--- config.mk ---
export PLATFORM = sky130hd
export DESIGN_NAME = interval_channel
export DESIGN_NICKNAME = d
export VERILOG_FILES = /design/src/core/timer_chan_pkg.sv /design/src/core/chan_if.sv /design/src/core/interval_channel.sv /design/src/core/pin_edges.sv /design/src/core/host_byte_port.sv
export SDC_FILE = /design/constraint.sdc
export NUM_CORES = 1
export LEC_CHECK = 0
export BUFFER_PORTS_ARGS = -buffer_cell sky130_fd_sc_hd__buf_2
export CORE_MARGIN = 3
export CORE_UTILIZATION = 40
export CTS_CLUSTER_DIAMETER = 60
export CTS_CLUSTER_SIZE = 14
export DETAILED_ROUTE_END_ITERATION = 8
export PLACE_DENSITY = 0.59
export SKIP_CTS_REPAIR_TIMING = 1
export SLEW_MARGIN = 20
export SYNTH_ARGS = -nofsm -noshare
export SYNTH_HDL_FRONTEND = slang
export SYNTH_SLANG_ARGS = --single-unit
--- constraint.sdc ---
create_clock -name core_clk -period 7.6 [get_ports core_clk]
set_clock_uncertainty 0.05 [all_clocks]
set_input_delay 0.38 -clock core_clk [delete_from_list [all_inputs] [get_ports core_clk]]
set_output_delay 0.38 -clock core_clk [all_outputs]
set_load 0.01 [all_outputs]
--- src/core/timer_chan_pkg.sv ---
package timer_chan_pkg;

    // Counting modes; codes 6 and 7 fold onto 2 and 3 at the control word
    typedef enum logic [2:0] {
        MODE_EVENT     = 3'b000,
        MODE_ONESHOT   = 3'b001,
        MODE_RATE      = 3'b010,
        MODE_SQUARE    = 3'b011,
        MODE_SW_STROBE = 3'b100,
        MODE_HW_STROBE = 3'b101
    } mode_t;

    // Byte access selection of the control word
    typedef enum logic [1:0] {
        RW_LATCH = 2'b00,
        RW_LSB   = 2'b01,
        RW_MSB   = 2'b10,
        RW_BOTH  = 2'b11
    } rw_t;

    localparam mode_t       MODE_RESET = MODE_SW_STROBE;
    localparam rw_t         RW_RESET   = RW_LSB;
    localparam logic [15:0] CE_RESET   = 16'h0000;
    localparam logic [15:0] HOLD_RESET = 16'h0000;
    localparam logic        OUT_RESET  = 1'b1;
    localparam logic [15:0] STEP_ONE   = 16'h0001;
    localparam logic [15:0] STEP_TWO   = 16'h0002;
    localparam logic [15:0] CE_ZERO    = 16'h0000;
    localparam logic [15:0] RATE_END   = 16'h0001;
    localparam logic [15:0] SQUARE_END = 16'h0002;
    localparam logic [7:0]  BYTE_RESET = 8'h00;

    // Square wave loads an even value; odd counts drop their low bit
    function automatic logic [15:0] load_value(input logic [15:0] cnt, input mode_t md);
        load_value = (md == MODE_SQUARE) ? {cnt[15:1], 1'b0} : cnt;
    endfunction

endpackage

--- src/core/chan_if.sv ---
`timescale 1ns/1ps
interface chan_if;
    import timer_chan_pkg::*;

    logic [15:0] held_cnt;
    logic        count_done;
    logic        first_done;
    logic [15:0] ce;
    logic        out_lvl;
    logic        null_count;
    mode_t       mode;
    rw_t         rw;
    logic        ctrl_load;
    logic        latch_req;

    modport host_side (
        output held_cnt, count_done, first_done,
        input  ce, out_lvl, null_count, mode, rw, ctrl_load, latch_req
    );
    modport core_side (
        input  held_cnt, count_done, first_done,
        output ce, out_lvl, null_count, mode, rw, ctrl_load, latch_req
    );
endinterface

--- src/core/interval_channel.sv ---
// How it works
// - Software strobe mode: output high, low one count clock when counter hits zero.
// - Software strobe mode: writing the count starts the sequence, no gate edge needed.
// - Software strobe mode: gate high counts, gate low pauses, gate never moves output.
// - Software strobe mode: written count loads on next count clock fall without decrement; strobe after N+1.
// - Software strobe mode: a new count restarts counting from next clock fall.
// - Software strobe two-byte count: first byte leaves counting alone; reload after second byte.
// - Hardware strobe mode: after gate trigger and zero, output low one clock.
// - Hardware strobe mode: load on clock after trigger without decrement; strobe N+1 later.
// - Hardware strobe mode: each gate rise retriggers and reloads on next clock fall.
// - Hardware strobe mode: gate only triggers, never drives the output level.
// - Hardware strobe mode: a written count waits for the next gate trigger.
// - Rate and square modes: gate low stops counting and forces output high.
// - One-shot and hardware strobe: gate rise starts and retriggers the sequence.
// - Event and software strobe: gate level only enables counting, edges mean nothing.
// - All counting is downward; square wave mode steps by two.
// - Host reads count directly, by latch command, or by read-back command.
// - Latch command freezes count until read or new control word.
`timescale 1ns/1ps
module interval_channel
    import timer_chan_pkg::*;
(
    // Clock and reset
    input  wire logic       core_clk,
    input  wire logic       arst_n,
    // Host control word and read-back
    input  wire logic       ctrl_wr,
    input  wire logic [2:0] ctrl_mode,
    input  wire logic [1:0] ctrl_rw,
    input  wire logic       rb_count,
    input  wire logic       rb_status,
    // Host count bytes
    input  wire logic       wr_stb,
    input  wire logic [7:0] wr_data,
    input  wire logic       rd_stb,
    output logic      [7:0] rd_data,
    // Counter pins
    input  wire logic       cnt_clk,
    input  wire logic       gate,
    output logic            cnt_out
);
    chan_if ifc ();

    mode_t       mode;
    rw_t         rw;
    logic [15:0] ce;
    logic        out_q;
    logic        running;
    logic        armed;
    logic        null_count;
    logic        load_pend;
    logic        trig_pend;
    logic        have_count;
    logic        suspend;

    mode_t       next_mode;
    rw_t         next_rw;
    logic [15:0] next_ce;
    logic        next_out;
    logic        next_running;
    logic        next_armed;
    logic        next_null;
    logic        next_load_pend;
    logic        next_trig_pend;
    logic        next_have;
    logic        next_suspend;

    logic        clk_fall;
    logic        gate_rise;

    pin_edges u_edges (
        .core_clk  (core_clk),
        .arst_n    (arst_n),
        .cnt_clk   (cnt_clk),
        .gate      (gate),
        .clk_fall  (clk_fall),
        .gate_rise (gate_rise)
    );

    host_byte_port u_bytes (
        .core_clk  (core_clk),
        .arst_n    (arst_n),
        .wr_stb    (wr_stb),
        .wr_data   (wr_data),
        .rd_stb    (rd_stb),
        .rb_status (rb_status),
        .rd_data   (rd_data),
        .ifc       (ifc.host_side)
    );

    // Control word decode; codes 6 and 7 act as rate and square
    wire        ctrl_load = ctrl_wr && ctrl_rw != RW_LATCH;
    wire mode_t new_mode  = mode_t'({ctrl_mode[2] & ~ctrl_mode[1], ctrl_mode[1:0]});

    // Mode classes
    wire periodic    = (mode == MODE_RATE) || (mode == MODE_SQUARE);
    wire strobe_mode = (mode == MODE_SW_STROBE) || (mode == MODE_HW_STROBE);
    wire gated_mode  = (mode == MODE_EVENT) || (mode == MODE_SW_STROBE) || periodic;
    wire trig_mode   = (mode == MODE_ONESHOT) || (mode == MODE_HW_STROBE) || periodic;

    // Counting arithmetic
    wire [15:0] step      = (mode == MODE_SQUARE) ? STEP_TWO : STEP_ONE;
    wire [15:0] dec_ce    = ce - step;
    wire [15:0] reload_ce = load_value(ifc.held_cnt, mode);
    wire        sq_term   = (out_q && ifc.held_cnt[0]) ? (ce == CE_ZERO) : (ce == SQUARE_END);

    // Writes that load at once, versus writes that wait for a trigger or terminal count
    wire write_load = (mode == MODE_EVENT) || (mode == MODE_SW_STROBE)
                      || (periodic && !running);
    wire load_now   = clk_fall && have_count
                      && (load_pend || (trig_pend && trig_mode));
    wire count_ok   = running && !suspend && (!gated_mode || gate);

    assign ifc.ce         = ce;
    assign ifc.out_lvl    = out_q;
    assign ifc.null_count = null_count;
    assign ifc.mode       = mode;
    assign ifc.rw         = rw;
    assign ifc.ctrl_load  = ctrl_load;
    assign ifc.latch_req  = (ctrl_wr && ctrl_rw == RW_LATCH) || rb_count;
    assign cnt_out        = out_q;

    always_comb begin
        next_mode      = mode;
        next_rw        = rw;
        next_ce        = ce;
        next_out       = out_q;
        next_running   = running;
        next_armed     = armed;
        next_null      = null_count;
        next_load_pend = load_pend;
        next_trig_pend = trig_pend;
        next_have      = have_count;
        next_suspend   = suspend;
        if (ctrl_load) begin
            next_mode      = new_mode;
            next_rw        = rw_t'(ctrl_rw);
            next_out       = (new_mode != MODE_EVENT);
            next_running   = 1'b0;
            next_armed     = 1'b0;
            next_null      = 1'b1;
            next_load_pend = 1'b0;
            next_trig_pend = 1'b0;
            next_have      = 1'b0;
            next_suspend   = 1'b0;
        end else begin
            if (clk_fall) begin
                // A strobe lasts exactly one count clock
                if (strobe_mode && !out_q) begin
                    next_out = 1'b1;
                end
                next_trig_pend = 1'b0;
                if (load_now) begin
                    next_ce        = reload_ce;
                    next_running   = 1'b1;
                    next_armed     = 1'b1;
                    next_null      = 1'b0;
                    next_load_pend = 1'b0;
                    if (mode == MODE_ONESHOT) begin
                        next_out = 1'b0;
                    end
                    if (mode == MODE_SQUARE && !running) begin
                        next_out = 1'b1;
                    end
                end else if (count_ok) begin
                    case (mode)
                        MODE_RATE: begin
                            if (ce == RATE_END) begin
                                next_ce   = reload_ce;
                                next_null = 1'b0;
                                next_out  = 1'b1;
                            end else begin
                                next_ce  = dec_ce;
                                next_out = (dec_ce != RATE_END);
                            end
                        end
                        MODE_SQUARE: begin
                            if (sq_term) begin
                                next_ce   = reload_ce;
                                next_null = 1'b0;
                                next_out  = !out_q;
                            end else begin
                                next_ce = dec_ce;
                            end
                        end
                        MODE_SW_STROBE, MODE_HW_STROBE: begin
                            next_ce = dec_ce;
                            if (armed && dec_ce == CE_ZERO) begin
                                next_out   = 1'b0;
                                next_armed = 1'b0;
                            end
                        end
                        default: begin
                            next_ce = dec_ce;
                            if (dec_ce == CE_ZERO) begin
                                next_out = 1'b1;
                            end
                        end
                    endcase
                end
            end
            // Gate rise latches a trigger; a rise on the consuming cycle survives
            if (gate_rise && trig_mode) begin
                next_trig_pend = 1'b1;
            end
            // First of two bytes: event counting pauses, other modes ignore it
            if (ifc.first_done && mode == MODE_EVENT) begin
                next_suspend = 1'b1;
                next_out     = 1'b0;
            end
            if (ifc.count_done) begin
                next_null    = 1'b1;
                next_have    = 1'b1;
                next_suspend = 1'b0;
                if (write_load) begin
                    next_load_pend = 1'b1;
                end
                if (mode == MODE_EVENT) begin
                    next_out = 1'b0;
                end
            end
            if (periodic && !gate) begin
                next_out = 1'b1;
            end
        end
    end

    always_ff @(posedge core_clk or negedge arst_n) begin
        if (!arst_n) begin
            mode       <= MODE_RESET;
            rw         <= RW_RESET;
            ce         <= CE_RESET;
            out_q      <= OUT_RESET;
            running    <= 1'b0;
            armed      <= 1'b0;
            null_count <= 1'b1;
            load_pend  <= 1'b0;
            trig_pend  <= 1'b0;
            have_count <= 1'b0;
            suspend    <= 1'b0;
        end else begin
            mode       <= next_mode;
            rw         <= next_rw;
            ce         <= next_ce;
            out_q      <= next_out;
            running    <= next_running;
            armed      <= next_armed;
            null_count <= next_null;
            load_pend  <= next_load_pend;
            trig_pend  <= next_trig_pend;
            have_count <= next_have;
            suspend    <= next_suspend;
        end
    end

    property p_strobe_one_clk;
        @(posedge core_clk) disable iff (!arst_n)
        strobe_mode && !out_q && clk_fall && !ctrl_load |=> out_q;
    endproperty
    a_strobe_one_clk: assert property (p_strobe_one_clk) else $error("strobe too long");

    property p_out_on_clk;
        @(posedge core_clk) disable iff (!arst_n)
        strobe_mode && $changed(out_q) && !$past(ctrl_load) |-> $past(clk_fall);
    endproperty
    a_out_on_clk: assert property (p_out_on_clk) else $error("output moved off clock");

    property p_sw_write_loads;
        @(posedge core_clk) disable iff (!arst_n)
        mode == MODE_SW_STROBE && ifc.count_done && !ctrl_load |=> load_pend;
    endproperty
    a_sw_write_loads: assert property (p_sw_write_loads) else $error("write did not arm");

    property p_load_no_dec;
        @(posedge core_clk) disable iff (!arst_n)
        load_now && !ctrl_load && mode != MODE_SQUARE |=> ce == $past(ifc.held_cnt);
    endproperty
    a_load_no_dec: assert property (p_load_no_dec) else $error("load value wrong");

    property p_restart;
        @(posedge core_clk) disable iff (!arst_n)
        mode == MODE_SW_STROBE && load_now && !ctrl_load |=> armed && running;
    endproperty
    a_restart: assert property (p_restart) else $error("no restart on reload");

    property p_first_byte;
        @(posedge core_clk) disable iff (!arst_n)
        mode == MODE_SW_STROBE && ifc.first_done && !load_pend && !ctrl_load |=> !load_pend;
    endproperty
    a_first_byte: assert property (p_first_byte) else $error("first byte reloaded");

    property p_gate_hold;
        @(posedge core_clk) disable iff (!arst_n)
        gated_mode && !gate && clk_fall && !load_now && !ctrl_load |=> $stable(ce);
    endproperty
    a_gate_hold: assert property (p_gate_hold) else $error("counted with gate low");

    property p_hw_strobe;
        @(posedge core_clk) disable iff (!arst_n)
        mode == MODE_HW_STROBE && clk_fall && count_ok && !load_now && armed
            && dec_ce == CE_ZERO && !ctrl_load |=> !out_q && !armed;
    endproperty
    a_hw_strobe: assert property (p_hw_strobe) else $error("hardware strobe missing");

    property p_trig_latch;
        @(posedge core_clk) disable iff (!arst_n)
        (mode == MODE_HW_STROBE || mode == MODE_ONESHOT) && gate_rise && !ctrl_load
            |=> trig_pend;
    endproperty
    a_trig_latch: assert property (p_trig_latch) else $error("trigger lost");

    property p_hw_write_waits;
        @(posedge core_clk) disable iff (!arst_n)
        mode == MODE_HW_STROBE && ifc.count_done && !load_pend |=> !load_pend;
    endproperty
    a_hw_write_waits: assert property (p_hw_write_waits) else $error("write disturbed");

    property p_gate_forces_high;
        @(posedge core_clk) disable iff (!arst_n)
        periodic && !gate && !ctrl_load |=> out_q;
    endproperty
    a_gate_forces_high: assert property (p_gate_forces_high) else $error("gate low, out low");

    property p_square_step;
        @(posedge core_clk) disable iff (!arst_n)
        mode == MODE_SQUARE && clk_fall && count_ok && !load_now && !sq_term && !ctrl_load
            |=> ce == $past(ce) - STEP_TWO;
    endproperty
    a_square_step: assert property (p_square_step) else $error("square step not two");
endmodule

--- src/core/pin_edges.sv ---
`timescale 1ns/1ps
module pin_edges (
    // Clock and reset
    input  wire logic core_clk,
    input  wire logic arst_n,
    // Counter pins
    input  wire logic cnt_clk,
    input  wire logic gate,
    // Events
    output logic      clk_fall,
    output logic      gate_rise
);
    logic prev_clk;
    logic prev_gate;

    always_ff @(posedge core_clk or negedge arst_n) begin
        if (!arst_n) begin
            prev_clk  <= 1'b0;
            // A gate held high through reset must not look like a rising edge
            prev_gate <= 1'b1;
        end else begin
            prev_clk  <= cnt_clk;
            prev_gate <= gate;
        end
    end

    assign clk_fall  = prev_clk & ~cnt_clk;
    assign gate_rise = ~prev_gate & gate;
endmodule

--- src/core/host_byte_port.sv ---
`timescale 1ns/1ps
module host_byte_port
    import timer_chan_pkg::*;
(
    // Clock and reset
    input  wire logic       core_clk,
    input  wire logic       arst_n,
    // Host bytes
    input  wire logic       wr_stb,
    input  wire logic [7:0] wr_data,
    input  wire logic       rd_stb,
    input  wire logic       rb_status,
    output logic      [7:0] rd_data,
    // Channel core
    chan_if.host_side       ifc
);
    logic [15:0] count_holding_register;
    logic [15:0] output_snapshot_latch;
    logic [7:0]  lsb_hold;
    logic [7:0]  status_byte;
    logic        wr_msb;
    logic        rd_msb;
    logic        snap_valid;
    logic        status_valid;

    wire [15:0] rd_src     = snap_valid ? output_snapshot_latch : ifc.ce;
    wire        rd_last    = (ifc.rw != RW_BOTH) || rd_msb;
    wire        rd_count   = rd_stb && !status_valid;
    wire        rd_hi_byte = (ifc.rw == RW_MSB) || (ifc.rw == RW_BOTH && rd_msb);
    wire        wr_first   = wr_stb && ifc.rw == RW_BOTH && !wr_msb;

    assign ifc.held_cnt = count_holding_register;

    always_ff @(posedge core_clk or negedge arst_n) begin
        if (!arst_n) begin
            count_holding_register <= HOLD_RESET;
            lsb_hold               <= BYTE_RESET;
            wr_msb                 <= 1'b0;
            ifc.count_done         <= 1'b0;
            ifc.first_done         <= 1'b0;
        end else begin
            ifc.count_done <= wr_stb && !wr_first && !ifc.ctrl_load;
            ifc.first_done <= wr_first && !ifc.ctrl_load;
            if (ifc.ctrl_load) begin
                wr_msb <= 1'b0;
            end else if (wr_first) begin
                lsb_hold <= wr_data;
                wr_msb   <= 1'b1;
            end else if (wr_stb) begin
                wr_msb <= 1'b0;
                case (ifc.rw)
                    RW_MSB:  count_holding_register <= {wr_data, BYTE_RESET};
                    RW_BOTH: count_holding_register <= {wr_data, lsb_hold};
                    default: count_holding_register <= {BYTE_RESET, wr_data};
                endcase
            end
        end
    end

    always_ff @(posedge core_clk or negedge arst_n) begin
        if (!arst_n) begin
            output_snapshot_latch <= CE_RESET;
            snap_valid            <= 1'b0;
            rd_msb                <= 1'b0;
            rd_data               <= BYTE_RESET;
        end else begin
            if (rd_count) begin
                rd_data <= rd_hi_byte ? rd_src[15:8] : rd_src[7:0];
                rd_msb  <= (ifc.rw == RW_BOTH) && !rd_msb;
                if (rd_last) begin
                    snap_valid <= 1'b0;
                end
            end else if (rd_stb) begin
                rd_data <= status_byte;
            end
            if (ifc.ctrl_load) begin
                snap_valid <= 1'b0;
                rd_msb     <= 1'b0;
            end
            if (ifc.latch_req && !snap_valid) begin
                output_snapshot_latch <= ifc.ce;
                snap_valid            <= 1'b1;
            end
        end
    end

    always_ff @(posedge core_clk or negedge arst_n) begin
        if (!arst_n) begin
            status_byte  <= BYTE_RESET;
            status_valid <= 1'b0;
        end else begin
            if (rd_stb || ifc.ctrl_load) begin
                status_valid <= 1'b0;
            end
            if (rb_status && !status_valid) begin
                status_byte  <= {ifc.out_lvl, ifc.null_count, ifc.rw, ifc.mode, 1'b0};
                status_valid <= 1'b1;
            end
        end
    end

    property p_latch_hold;
        @(posedge core_clk) disable iff (!arst_n)
        snap_valid && !rd_count && !ifc.ctrl_load |=> snap_valid && $stable(output_snapshot_latch);
    endproperty
    a_latch_hold: assert property (p_latch_hold) else $error("latched count moved");

    property p_latch_take;
        @(posedge core_clk) disable iff (!arst_n)
        ifc.latch_req && !snap_valid |=> snap_valid && output_snapshot_latch == $past(ifc.ce);
    endproperty
    a_latch_take: assert property (p_latch_take) else $error("latch missed count");
endmodule

==> impl_metrics.env <==
export IMPL_status="finished clean"
export IMPL_yosysTopAreaCell="sky130_fd_sc_hd__dfrtp_1"
export IMPL_syn_instance_count=467
export IMPL_gpl_final_weighted_congestion=0.8698
export IMPL_totalNegativeSetupSlack_ns=0
export IMPL_p_leak_nw=2.269
export IMPL_endpoint_kind="flip-flop"
export IMPL_synth_lib_cells_used_distinct=63
export IMPL_post_route_min_period_ns=3.227
export IMPL_synth_top_cell_area_share=0.4519
export IMPL_ys_top_cells_by_area="sky130_fd_sc_hd__dfrtp_1 (45%), sky130_fd_sc_hd__mux2_2 (6.5%), sky130_fd_sc_hd__a21oi_1 (4.4%), sky130_fd_sc_hd__mux4_2 (3.3%), sky130_fd_sc_hd__nor2_1 (3.1%)"
export IMPL_worst_path_max_fanout=8
export IMPL_synth_most_common_cell="sky130_fd_sc_hd__dfrtp_1"
export IMPL_number_of_enable_flip_flop_cells_after_synthesis=0
export IMPL_ys_warnings_count=0
export IMPL_clk_transition_reported_paths_ns=0.06
export IMPL_wl_per_cell_um=17.31
export IMPL_chipWidth_um=115.7
export IMPL_grt_setup_unrepaired="no"
export IMPL_cp_slowest_cell="sky130_fd_sc_hd__dfstp_2"
export IMPL_finalHoldViolCount=0
export IMPL_tritoncts="yes"
export IMPL_number_of_global_route_vias_before_repair=3448
export IMPL_area_growth_pct=11.09
export IMPL_startpoint_type="flip-flop"
export IMPL_grt_util_all_layers=0.1761
export IMPL_maxClockFrequency_ghz=0.3099
export IMPL_cts_sinks=92
export IMPL_relSlewSlack=0.4449
export IMPL_worstPathCellList="nor2b_1 > nand2_1 > ha_1 > inv_1 > fa_1 > nor3_1 > nand4_1 > xnor2_1 > nor2_2 > a31oi_1 > o211ai_1 > a21oi_1"
export IMPL_rows=39
export IMPL_cpPeakStageDelay_ns=0.60
export IMPL_drc=0
export IMPL_final_period_utilization=0.4246
export IMPL_worstPathArrival_ns=3.45
export IMPL_fp_dieArea_mm2=0.01340
export IMPL_mappedNetlistArea_mm2=0.004817
export IMPL_fin_nets=511
export IMPL_fillers=1131
export IMPL_floorplan_core_area_mm2=0.01161
export IMPL_worstSetupPathType="reg -> reg"
export IMPL_synth_avg_cell_area_um2=10.32
export IMPL_largest_net_degree_at_the_start_of_global_routing=67
export IMPL_antenna_found_initial=0
export IMPL_ys_top_cells_by_count="sky130_fd_sc_hd__dfrtp_1 (87), sky130_fd_sc_hd__a21oi_1 (42), sky130_fd_sc_hd__nor2_1 (40)"
export IMPL_cts_inserted_buffers=9
export IMPL_final_setup_viol_count=0
export IMPL_fin_total_pwr_w=0.001425
export IMPL_detailed_place_area_mm2=0.005024
export IMPL_async_set_or_reset_register_ratio_after_synthesis=1.000
export IMPL_synth_yosys_seq_area_share=0.4792
export IMPL_timing_max_transition_violations_final=0
export IMPL_ctsHtreeMaxLevel=3
export IMPL_drt_wl_total_um=10960
export IMPL_worst_slew_pin_tran_ns=0.8326
export IMPL_antenna_cells_inserted=0
export IMPL_synth_flop_cell="sky130_fd_sc_hd__dfrtp_1"
export IMPL_die_h_um=115.7
export IMPL_share_of_final_layout_standard_cells_stronger_than_drive_strength_1=0.2306
export IMPL_synth_net_count=493
export IMPL_power_ir_vdd_worst_mv=0.1463
export IMPL_drt_initial_drc_count=283
export IMPL_postLayoutSetupSlackWorst_ns=4.373
export IMPL_global_route_overflow_total=0
export IMPL_power_density_mw_per_mm2=266.3
export IMPL_clk_latency_ns=0.35
export IMPL_boundaryPins=31
export IMPL_vias_per_cell=5.712
export IMPL_detailroute_via_count=3616
export IMPL_firstDrtPassIters=5
export IMPL_maximum_count_of_clock_buffers_along_a_single_path=2
export IMPL_worst_ep_required_time_ns=7.82
export IMPL_place_worst_setup_slack_ns=4.412
export IMPL_min_hold_slack_ns=0.1105
export IMPL_seq_area_mm2=0.002308
export IMPL_dp_hpwl_um=7824
export IMPL_hold_class="in -> reg"
export IMPL_maxCapViolCount=0
export IMPL_multiInputGateArea_mm2=0.002320
export IMPL_initial_utilization=0.4148
export IMPL_ctsRootBufferMaster="sky130_fd_sc_hd__clkbuf_16"
export IMPL_grt_first_pass_wirelength_um=18310
export IMPL_portBuffers=30
export IMPL_worst_hold_path_cell_count=1
export IMPL_reg2reg_depth=12
export IMPL_synth_seq_cells=92
export IMPL_antenna_violating_nets_post_route=0
export IMPL_fin_area_mm2=0.005351
sequential cells by signal (all words and copies together), names as in the netlist, 2 cells and up:
signal	cells
ifc.rw	2
u_bytes.ifc.held_cnt	16
u_bytes.lsb_hold	8
u_bytes.rd_data	8
u_bytes.output_snapshot_latch	16
ifc.mode	3
ce	16
u_bytes.status_byte	7
logic make-up (layout without fill, tap and decap cells):
logic type,Yosys count,after routing,share of synthesized area
compound gates,128,128,0.1675
simple gates,159,159,0.1782
fa+ha+maj,4,4,0.01195
flops,92,92,0.4792
buf+inv,38,61,0.03922
xor+xnor,2,2,0.003637
mux,44,44,0.1203
per-layer routing:
layer / part of all wire / up-vias / routed length, µm / track usage
li1: - / 1734 / - / -
met1: 0.50 / 1750 / 5442 / 0.2616
met2: 0.44 / 121 / 4795 / 0.2527
met3: 0.056 / 11 / 618 / 0.04856
met4: 0.0091 / 0 / 100 / 0.05104
met5: 0 / - / 0 / 0
cells in the final DEF (no fill, tap or decap), types with 3 or more instances in the layout:
cell type and n:
sky130_fd_sc_hd__nor2_2 3, sky130_fd_sc_hd__ha_1 3, sky130_fd_sc_hd__or2_2 5, sky130_fd_sc_hd__nand3b_1 3
sky130_fd_sc_hd__and2_1 3, sky130_fd_sc_hd__nand2_1 36, sky130_fd_sc_hd__o22ai_1 3, sky130_fd_sc_hd__nor2b_1 15
sky130_fd_sc_hd__a22o_1 7, sky130_fd_sc_hd__nor3_1 16, sky130_fd_sc_hd__inv_1 11, sky130_fd_sc_hd__buf_2 29
sky130_fd_sc_hd__o21ai_1 14, sky130_fd_sc_hd__a31oi_1 5, sky130_fd_sc_hd__a21oi_2 3, sky130_fd_sc_hd__nand2b_1 6
sky130_fd_sc_hd__nor4_1 6, sky130_fd_sc_hd__a21oi_1 42, sky130_fd_sc_hd__dfrtp_1 87, sky130_fd_sc_hd__mux4_2 7
sky130_fd_sc_hd__a22oi_1 3, sky130_fd_sc_hd__nand4b_1 4, sky130_fd_sc_hd__nor2_1 40, sky130_fd_sc_hd__clkbuf_16 9
sky130_fd_sc_hd__dfstp_2 5, sky130_fd_sc_hd__mux2i_1 8, sky130_fd_sc_hd__buf_4 4, sky130_fd_sc_hd__nand3_1 6
sky130_fd_sc_hd__o21ai_0 29, sky130_fd_sc_hd__mux2_2 28, sky130_fd_sc_hd__o211ai_1 4
worst max-delay path: cells and delay by family (launching register included):
family | cells | cell delay [ns]
DFF | 1 | 0.60
adders and majority gates | 2 | 0.63
buffers and inverters | 1 | 0.04
AOI/OAI and AO/OA | 3 | 0.42
and+or+nand+nor | 5 | 1.21
xor gates and xnor gates | 1 | 0.19
final timing paths:
kind                                                                   start                                           end  slack [ns]
worst max-delay path                                 ifc.mode[2]$_DFFE_PN1P_                             cnt_out$_DFF_PN1_        4.37
worst min register to register  u_bytes.output_snapshot_latch[1]$_DFFE_PN0P_  u_bytes.output_snapshot_latch[1]$_DFFE_PN0P_        0.43
max in group asynchronous                                             arst_n                         ifc.rw[1]$_DFFE_PN0P_        5.93
worst max register to register                       ifc.mode[2]$_DFFE_PN1P_                             cnt_out$_DFF_PN1_        4.37
worst min-delay path                                                    gate                   u_edges.prev_gate$_DFF_PN1_        0.11
min in group asynchronous                                             arst_n              u_bytes.status_valid$_DFFE_PN0P_        0.42
metrics by stage:
step | util | instances
after floorplan | - | 467
after global placement | 0.4326 | 616
after detailed placement | 0.4326 | 616
after CTS | 0.4599 | 632
after global routing | 0.4608 | 633
final | 0.4608 | 633
report_power, final:
part	switching (W)	leakage, nW	internal (W)	total [W]
sequential	0.0000840	1.16	0.000573	0.000657
combinational	0.000158	0.963	0.000137	0.000295
clock	0.000186	0.149	0.000288	0.000474
cell type report:
class / instances / area share
flip-flops and latches: 92 / 0.4314
clock inverters: 6 / 0.01660
clock buffers: 10 / 0.04279
multi-input cells: 337 / 0.4335
well taps: 143 / 0.03343
inverters: 11 / 0.007716
repair buffers: 34 / 0.03460
Note: power is estimated with default switching activity, not from simulation.
